==> src/verilog/cics_pkg.sv <==
// Purpose: shared constants and types for the interrupt control block
// Assumes: 9-bit register address, 8-bit data
// Notes: control register is mirrored at four addresses
package cics_pkg;

  localparam int CICS_AW = 9;
  localparam int CICS_DW = 8;
  localparam int CICS_NPIN = 4;
  localparam int CICS_NEVT = 3;

  // mirrored control/status register addresses
  localparam logic [CICS_AW-1:0] CICS_ICS_OFS0 = 9'h00b;
  localparam logic [CICS_AW-1:0] CICS_ICS_OFS1 = 9'h08b;
  localparam logic [CICS_AW-1:0] CICS_ICS_OFS2 = 9'h10b;
  localparam logic [CICS_AW-1:0] CICS_ICS_OFS3 = 9'h18b;
  // port data, event status and event mask
  localparam logic [CICS_AW-1:0] CICS_PORT_B_DATA_OFS = 9'h020;
  localparam logic [CICS_AW-1:0] CICS_EVT_STS_OFS = 9'h021;
  localparam logic [CICS_AW-1:0] CICS_EVT_MSK_OFS = 9'h022;

  // bit positions of interrupt_control_status
  localparam int CICS_GLOBAL_EN_BIT = 7;
  localparam int CICS_PERIPH_EN_BIT = 6;
  localparam int CICS_TMR_EN_BIT = 5;
  localparam int CICS_EXT_EN_BIT = 4;
  localparam int CICS_CHG_EN_BIT = 3;
  localparam int CICS_TMR_FLAG_BIT = 2;
  localparam int CICS_EXT_FLAG_BIT = 1;
  localparam int CICS_CHG_FLAG_BIT = 0;

  localparam logic [CICS_DW-1:0] CICS_ICS_RST = 8'h00;
  localparam logic [CICS_NEVT-1:0] CICS_EVT_RST = 3'h0;
  localparam logic [CICS_NPIN-1:0] CICS_LATCH_RST = 4'h0;
  localparam logic [CICS_DW-1:0] CICS_RDATA_RST = 8'h00;

  typedef struct packed {
    logic [CICS_DW-1:0] ics;
    logic [CICS_NEVT-1:0] evt_sts;
    logic [CICS_NEVT-1:0] evt_msk;
    logic ext_prev;
    logic [CICS_DW-1:0] rdata;
    logic core_irq;
    logic irq;
  } cics_state_t;

  typedef struct packed {
    logic [CICS_NPIN-1:0] latch;
  } cics_chg_state_t;

endpackage

==> src/verilog/cics_chg_if.sv <==
// Purpose: carries upper port pins, relatch request and mismatch
// Assumes: one clock domain
// Notes: ctrl side is the register logic, det side the change detector
`timescale 1ns/1ps
interface cics_chg_if;
  logic [cics_pkg::CICS_NPIN-1:0] pins;
  logic relatch;
  logic mismatch;
  modport ctrl (output pins, output relatch, input mismatch);
  modport det (input pins, input relatch, output mismatch);
endinterface

==> src/verilog/cics_port_change.sv <==
// Purpose: latch of the upper port pins and mismatch detection
// Assumes: pins synchronous to the clock
// Notes: latch clears at reset, so high pins show a mismatch at once
`timescale 1ns/1ps
module cics_port_change (
  // clock and reset
  input wire logic i_clk,
  input wire logic i_reset,
  // link to the register logic
  cics_chg_if.det chg
);

  cics_pkg::cics_chg_state_t st_ff;
  cics_pkg::cics_chg_state_t nxt_st;

  always_comb begin
    nxt_st = st_ff;
    if (chg.relatch) begin
      nxt_st.latch = chg.pins;
    end
  end

  always_ff @(posedge i_clk) begin
    if (i_reset) begin
      st_ff.latch <= cics_pkg::CICS_LATCH_RST;
    end else begin
      st_ff <= nxt_st;
    end
  end

  assign chg.mismatch = (chg.pins != st_ff.latch);
endmodule

==> src/verilog/cics_top.sv <==
// Purpose: interrupt control/status register and core request logic
// Assumes: pins and strobes synchronous to I_CORE_CLK (25 MHz)
// Notes: read data valid only in the cycle after the read strobe
//
// Decided for this implementation: the address-and-strobe port.
`timescale 1ns/1ps

// How it works
// - each flag sets on its event regardless of any enable bit
// - bit 7 global enable: clear blocks all core requests (not O_IRQ), set lets enabled sources in
// - control register reads and writes at four mirrored addresses
// - bit 5 lets the timer overflow flag request an interrupt
// - bit 4 lets the external pin flag request an interrupt
// - port change flag sets when upper port pins differ from latch
// - persisting mismatch keeps setting port change flag over clears
// - reading port data relatches pins; clear flag only after that
// - hardware never clears flags; only software writing zero does
// - register holds enable and flag for timer, port change, ext pin
// - bit 6 gates all peripheral requests as one group
module cics_top (
  // clock and reset
  input wire logic I_CORE_CLK,
  input wire logic I_RESET,
  // register port
  input wire logic [cics_pkg::CICS_AW-1:0] I_ADDR,
  input wire logic [cics_pkg::CICS_DW-1:0] I_WDATA,
  input wire logic I_WR,
  input wire logic I_RD,
  output logic [cics_pkg::CICS_DW-1:0] O_RDATA,
  // event sources
  input wire logic I_TIMER_WRAP,
  input wire logic I_EXT_IRQ_PIN,
  input wire logic I_EXT_EDGE_RISING,
  input wire logic [cics_pkg::CICS_NPIN-1:0] I_UPPER_PORT_PINS,
  input wire logic I_PERIPH_REQ,
  // interrupt outputs
  output logic O_CORE_IRQ,
  output logic O_IRQ
);

  cics_pkg::cics_state_t st_ff;
  cics_pkg::cics_state_t nxt_st;

  logic ics_hit;
  logic wr_ics;
  logic rd_port;
  logic wr_sts;
  logic wr_msk;
  logic ext_edge;
  logic [cics_pkg::CICS_NEVT-1:0] evt_now;

  cics_chg_if chg ();

  assign chg.pins = I_UPPER_PORT_PINS;
  assign chg.relatch = rd_port;

  cics_port_change u_port_change (
    .i_clk(I_CORE_CLK),
    .i_reset(I_RESET),
    .chg(chg)
  );

  // mirrored decode of the control register
  always_comb begin
    ics_hit = (I_ADDR == cics_pkg::CICS_ICS_OFS0) ||
              (I_ADDR == cics_pkg::CICS_ICS_OFS1) ||
              (I_ADDR == cics_pkg::CICS_ICS_OFS2) ||
              (I_ADDR == cics_pkg::CICS_ICS_OFS3);
  end

  assign wr_ics = I_WR && ics_hit;
  assign rd_port = I_RD && (I_ADDR == cics_pkg::CICS_PORT_B_DATA_OFS);
  assign wr_sts = I_WR && (I_ADDR == cics_pkg::CICS_EVT_STS_OFS);
  assign wr_msk = I_WR && (I_ADDR == cics_pkg::CICS_EVT_MSK_OFS);

  // pin is taken as synchronous, so one previous sample is enough
  assign ext_edge = I_EXT_EDGE_RISING ?
                    (I_EXT_IRQ_PIN && !st_ff.ext_prev) :
                    (!I_EXT_IRQ_PIN && st_ff.ext_prev);

  // event vector laid out like the flag bits
  always_comb begin
    evt_now = '0;
    evt_now[cics_pkg::CICS_TMR_FLAG_BIT] = I_TIMER_WRAP;
    evt_now[cics_pkg::CICS_EXT_FLAG_BIT] = ext_edge;
    evt_now[cics_pkg::CICS_CHG_FLAG_BIT] = chg.mismatch;
  end

  always_comb begin
    nxt_st = st_ff;
    nxt_st.ext_prev = I_EXT_IRQ_PIN;
    // software write first, hardware set after it so the set wins
    if (wr_ics) begin
      nxt_st.ics = I_WDATA;
    end
    // flags ignore every enable bit; mismatch re-sets each cycle
    nxt_st.ics[cics_pkg::CICS_NEVT-1:0] =
      nxt_st.ics[cics_pkg::CICS_NEVT-1:0] | evt_now;
    // event status: write one to clear, new event wins
    if (wr_sts) begin
      nxt_st.evt_sts = st_ff.evt_sts & ~I_WDATA[cics_pkg::CICS_NEVT-1:0];
    end
    nxt_st.evt_sts = nxt_st.evt_sts | evt_now;
    if (wr_msk) begin
      nxt_st.evt_msk = I_WDATA[cics_pkg::CICS_NEVT-1:0];
    end
    // read data lives for exactly one cycle
    nxt_st.rdata = cics_pkg::CICS_RDATA_RST;
    if (I_RD) begin
      if (ics_hit) begin
        nxt_st.rdata = st_ff.ics;
      end else if (I_ADDR == cics_pkg::CICS_PORT_B_DATA_OFS) begin
        nxt_st.rdata = {I_UPPER_PORT_PINS, 4'h0};
      end else if (I_ADDR == cics_pkg::CICS_EVT_STS_OFS) begin
        nxt_st.rdata = {5'h00, st_ff.evt_sts};
      end else if (I_ADDR == cics_pkg::CICS_EVT_MSK_OFS) begin
        nxt_st.rdata = {5'h00, st_ff.evt_msk};
      end
    end
    // request follows the register value it is registered beside
    nxt_st.core_irq = nxt_st.ics[cics_pkg::CICS_GLOBAL_EN_BIT] &&
      ((nxt_st.ics[cics_pkg::CICS_TMR_EN_BIT] &&
        nxt_st.ics[cics_pkg::CICS_TMR_FLAG_BIT]) ||
       (nxt_st.ics[cics_pkg::CICS_EXT_EN_BIT] &&
        nxt_st.ics[cics_pkg::CICS_EXT_FLAG_BIT]) ||
       (nxt_st.ics[cics_pkg::CICS_CHG_EN_BIT] &&
        nxt_st.ics[cics_pkg::CICS_CHG_FLAG_BIT]) ||
       (nxt_st.ics[cics_pkg::CICS_PERIPH_EN_BIT] &&
        I_PERIPH_REQ));
    nxt_st.irq = |(nxt_st.evt_sts & nxt_st.evt_msk);
  end

  always_ff @(posedge I_CORE_CLK) begin
    if (I_RESET) begin
      st_ff.ics <= cics_pkg::CICS_ICS_RST;
      st_ff.evt_sts <= cics_pkg::CICS_EVT_RST;
      st_ff.evt_msk <= cics_pkg::CICS_EVT_RST;
      st_ff.ext_prev <= 1'b0;
      st_ff.rdata <= cics_pkg::CICS_RDATA_RST;
      st_ff.core_irq <= 1'b0;
      st_ff.irq <= 1'b0;
    end else begin
      st_ff <= nxt_st;
    end
  end

  assign O_RDATA = st_ff.rdata;
  assign O_CORE_IRQ = st_ff.core_irq;
  assign O_IRQ = st_ff.irq;
endmodule

==> config.mk <==
export PLATFORM = sky130hd
export DESIGN_NAME = cics_top
export DESIGN_NICKNAME = d
export VERILOG_FILES = /design/src/verilog/cics_pkg.sv /design/src/verilog/cics_chg_if.sv /design/src/verilog/cics_port_change.sv /design/src/verilog/cics_top.sv
export SDC_FILE = /design/constraint.sdc
export NUM_CORES = 1
export LEC_CHECK = 0
export BUFFER_PORTS_ARGS = -buffer_cell sky130_fd_sc_hd__buf_2
export CORE_ASPECT_RATIO = 1.2
export CORE_MARGIN = 3
export CORE_UTILIZATION = 50
export CTS_CLUSTER_SIZE = 25
export DETAILED_ROUTE_END_ITERATION = 8
export PLACE_DENSITY = 0.89
export SLEW_MARGIN = 20
export SYNTH_ARGS = -nofsm -noshare
export SYNTH_HDL_FRONTEND = slang
export SYNTH_SLANG_ARGS = --single-unit
==> constraint.sdc <==
create_clock -name I_CORE_CLK -period 2.68 [get_ports I_CORE_CLK]
set_input_delay 0.536 -clock I_CORE_CLK [delete_from_list [all_inputs] [get_ports I_CORE_CLK]]
set_output_delay 0.536 -clock I_CORE_CLK [all_outputs]
set_load 0.02 [all_outputs]
; ---- After elaboration in Yosys (flattened, before gate mapping)
; Index checks and enable logic that the tools add are counted.
[totals]
reg_bits = 29
inputBits = 29
out_inout_bits = 10
wordCells = 51
[classes]
eq_ne = 8
muxes = 8
bitwise = 6
n_reduce_logical = 21
[op_table]
columns = op, n
row1 = == test 9 x 6 -> 1 bit (second input constant), 3
row2 = 2-to-1 mux 8 bit, 3
row3 = == test 9 bit (second input constant), 2
row4 = 2-to-1 mux 3 bit, 4
row5 = logical AND 1 bit, 11
row6 = == test 9 x 4 -> 1 bit (second input constant), 1
row7 = == test 9 x 8 -> 1 bit (second input constant), 1
row8 = bitwise AND 3 bit, 2
row9 = logical OR 1 bit, 6
row10 = OR 3 bit, 2
row11 = inequality test 4 bit, 1
row12 = inverter 3 bit, 1
row13 = OR reduction 3 bit, 1
row14 = zero test 1 bit, 2
row15 = OR reduction 2 bit, 1
row16 = 2-to-1 mux 1 bit, 1
row17 = inverter 1 bit, 1

; ---- Depth between registers and ports, before layout
[depth]
depth_word = 12
mapped_depth = 6
mapped_depth_nobuf = 5

; ---- By module
; A second synthesis with hierarchy kept.
[hier_totals]
hier_cells = 147
hier_area_um2 = 1375.1
[modules_own_cells]
columns = module, instances, cells_each, area_each_um2, seq_area_each_um2
row1 = cics_top, 1, 129, 1193.6, 500.5
row2 = cics_port_change, 1, 18, 181.4, 80.1

; ---- Worst setup path before layout
; No wires, ideal clock.
[synth_timing]
path_type = in2reg
startpoint = input port I_ADDR[6] in the netlist's numbering
endpoint = register st_ff (netlist bit O_CORE_IRQ)
setup_ns = 0.120
arrival_time_ns = 2.399
required_ns = 2.560
setup_slack_ns = 0.162
cell_stages = 6
n_path_buf = 1
cell_sequence = or4b_1 buf_6 nor3_4 mux2_1 o21ba_1 o31a_1
[synth_via]
elab_chain_cells = 12
elab_cells_between_ends = 18
classes_between = eq/ne: 4 / mux: 1 / bitwise: 1 / reduce/logical: 12
[synth_lines]
columns = item, line
row1 = "start, declared", cics_top.sv:25  ; input wire logic [cics_pkg::CICS_AW-1:0] I_ADDR,
row2 = == test 9 x 4 -> 1 bit / == test 9 x 8 -> 1 bit (equally long branches), "cics_top.sv:65, cics_top.sv:66"
row3 = logical OR 1 bit, cics_top.sv:65  ; ics_hit = (I_ADDR == cics_pkg::CICS_ICS_OFS0) ||
row4 = logical OR 1 bit, cics_top.sv:66  ; (I_ADDR == cics_pkg::CICS_ICS_OFS1) ||
row5 = logical OR 1 bit (*), cics_top.sv:67  ; (I_ADDR == cics_pkg::CICS_ICS_OFS2) ||
row6 = logical AND 1 bit (*), cics_top.sv:71  ; assign wr_ics = I_WR && ics_hit;
row7 = 2-to-1 mux 8 bit (*), cics_top.sv:93  ; if (wr_ics) begin
row8 = OR 3 bit, cics_top.sv:98  ; nxt_st.ics[cics_pkg::CICS_NEVT-1:0] | evt_now;
row9 = logical AND 1 bit (on tied branches), "cics_top.sv:122, cics_top.sv:124"
row10 = logical OR 1 bit, cics_top.sv:123  ; nxt_st.ics[cics_pkg::CICS_TMR_FLAG_BIT]) ||
row11 = logical OR 1 bit, cics_top.sv:125  ; nxt_st.ics[cics_pkg::CICS_EXT_FLAG_BIT]) ||
row12 = logical OR 1 bit, cics_top.sv:127  ; nxt_st.ics[cics_pkg::CICS_CHG_FLAG_BIT]) ||
row13 = logical AND 1 bit (*), cics_top.sv:121  ; nxt_st.core_irq = nxt_st.ics[cics_pkg::CICS_GLOBAL_EN_BIT] &&
row14 = "end signal, assigned", cics_top.sv:143  ; st_ff <= nxt_st;
row15 = "end, declared", cics_top.sv:41  ; cics_pkg::cics_state_t st_ff;
; Every way passes the cells marked *; elsewhere a longest branch is shown, timed or not.
; A chain may end at the register's enable or synchronous reset.

; ---- Worst setup path after layout
; Same ends and word-level chain as after synthesis.

==> flow_summary.ini <==
[sta]
skew_ns = 0.0158
fin_ws_ns = 0.479
hold_viol = 0
max_slew_margin_pct = 63.7
rsz0062_at_grt = false
setup_tns_ns = 0
setup_viol_count_final = 0
final_max_slew_viol_count = 0
period_minus_slack_ns = 2.20
period_share_pct = 82.1
fmax_mhz = 454
tightest_slew_ns = 0.543

[floorplanning]
core_area_um2 = 2420
die_y_um = 62.6
start_util_pct = 55.1
rows = 19
ios = 39
die_area_um2 = 3330
die_w_um = 53.2

[clock_tree]
clkLatencyLatePin_ns = 0.33
cts_tree = built
cts_inserted_buffers = 5
htreeDepth = 2
post_cts_resize_count = 0
cts_setup_buffers = 0
clockBufferDepth = 2
holdBufCountCts = 0
cts_sinks = 29
cts.clk_slew.worst_paths_ns = 0.08
cts-root-buf = clkbuf_4

[logic_synthesis]
yosys_register_bits = 29
async_flop_share_pct = 0
yosysUniqueCellTypes = 42
synth-main-ff-cell = dfxtp_1
synth_edf_count = 0
synth.yosys.seq_area_share_pct = 43.5
yosys.area.top_type = dfxtp_1
synth_warnings = 0
syn_nets = 171
synth_top_cell_area_share_pct = 43.5
synth_area_leaders = dfxtp_1 (43%), mux2i_1 (6.0%), nor2_1 (5.6%)
syn_avg_cell_area_um2 = 9.40
synth_area_um2 = 1340
syn_inst = 142

[pwr]
leakage_nw = 0.659
p_seq_share_pct = 58.8
internal-power_uw = 568
pwr-share-clk_pct = 32.4
power.density_nw_per_um2 = 482
swShare_pct = 24.5
finalPower_uw = 752
switchingPower_uw = 184
combPwrFrac_pct = 8.8
ir_worst_vdd_mv = 0.319

[layout]
diodes = 0
final_cells = 211
fillCellCount = 213
multi_input_area_um2 = 667
seq_area_um2 = 581
drive_above_1_share_pct = 31.1
layout.nets = 208
mostFrequentLayoutCells = buf_2 (38), dfxtp_1 (29), nor2_1 (20)
layout_commonest_cell = buf_2
syn2layout_area_growth_pct = 17.0

[detailed_routing]
drt-wirelength-per-cell_um = 13.2
firstDrtPassIters = 4
dr_total_vias = 1140
routed_via_density = 5.40
m1WireLength_mm = 1.14
wl_met3_um = 219
ant_nets = 0
dr.first_iter.drc_count = 38
top_layer = met4
drt-total-wl_mm = 2.78
wl_met2_mm = 1.35
drc = 0

[worst_setup_path]
arrival_ns = 2.42
required_ns = 2.90
end_kind = flip-flop
crit_path_start_kind = primary input
critPathKind = in -> reg
cp_max_fo = 6

[placed_design]
dp_slack_ns = 0.171
dpl.cell_count = 203
gp_congestion = 0.843
port_buffers = 38
dp_hpwl_mm = 2.17

[grt]
grt_use_total_pct = 18.8
grt_overflow = 0
grt_max_degree = 23
grt_pass1_vias = 1060
grt_pass1_wl_mm = 4.63
antenna_found_initial = 0

[job]
cap_violations = 0

[outcome]
status = complete, no violations

[hold_path]
hold_class = in -> reg
[synthesized netlist by cell type (all sizes together) (3+ instances only)]
master	count
a21oi	5
dfxtp	29
nand2	10
a2bb2oi	3
mux2	3
nand3	4
xnor2	4
mux2i	8
nor2	20
nor3	5
a22oi	7
nor2b	4
buf	11
[final cells by class]
cell class,instances,share of cell area [%]
clock buffer,6,2.64
clock inverter,2,0.641
inverter,1,0.240
multi-input combinational,100,42.7
sequential,29,37.2
tap,31,2.48
timing repair buffer,42,14.1
[path summary, 6_finish.rpt]
kind	endpoint	startpoint	depth (start not counted)	slack [ns]
setup / recovery	O_CORE_IRQ$_SDFF_PP0_	I_ADDR[6]	7	0.48
hold / removal	st_ff[10]$_SDFF_PP0_	I_EXT_IRQ_PIN	2	0.46
hold reg to reg	u_port_change.st_ff[2]$_SDFFE_PP0P_	u_port_change.st_ff[2]$_SDFFE_PP0P_	2	0.47
setup reg to reg	O_CORE_IRQ$_SDFF_PP0_	u_port_change.st_ff[3]$_SDFFE_PP0P_	5	1.18
[cell families after synthesis]
kind of cell / synth area share, %
XOR/XNOR: 2.62
buffers and inverters: 6.56
AND/OR/NAND/NOR: 22.9
multiplexers: 8.53
AO/OA/AOI/OAI: 15.9
flip-flops: 43.5
[state kept, by name, indices dropped and copies added (netlist names)]
register,cells
O_RDATA,8
O_IRQ,1
O_CORE_IRQ,1
st_ff,15
u_port_change.st_ff,4
[metrics by stage]
stage	instance area [um^2]	util [%]	hold slack (ns)
global route	1560	64.4	0.451
global placement	1510	62.3	0.455
finish	1560	64.4	0.456
floorplan	1340	-	0.448
detailed placement	1510	62.3	0.462
CTS	1560	64.4	0.452
[power by group through the flow]
stage | clock network, mW | logic [mW] | registers, mW
after floorplan | 0 | 0.0316 | 0.451
after global placement | 0 | 0.0633 | 0.452
after detailed placement | 0 | 0.0656 | 0.452
after CTS | 0.249 | 0.0661 | 0.442
after global routing | 0.273 | 0.0737 | 0.444
final | 0.243 | 0.0662 | 0.443
[routing by layer]
layer | up-vias | global-route usage, %
met3 | 7 | 7.16
met4 | 0 | 7.67
met5 | - | 0
li1 | 580 | -
met1 | 516 | 22.1
met2 | 37 | 29.8
[critical path, stage by stage]
cell and delay, ns:
buf_2 0.10, or4b_1 0.68, nor3_4 0.29, buf_4 0.17
mux2i_1 0.20, o21ba_1 0.17, o31a_1 0.27
(Power assumes the default switching activity.)
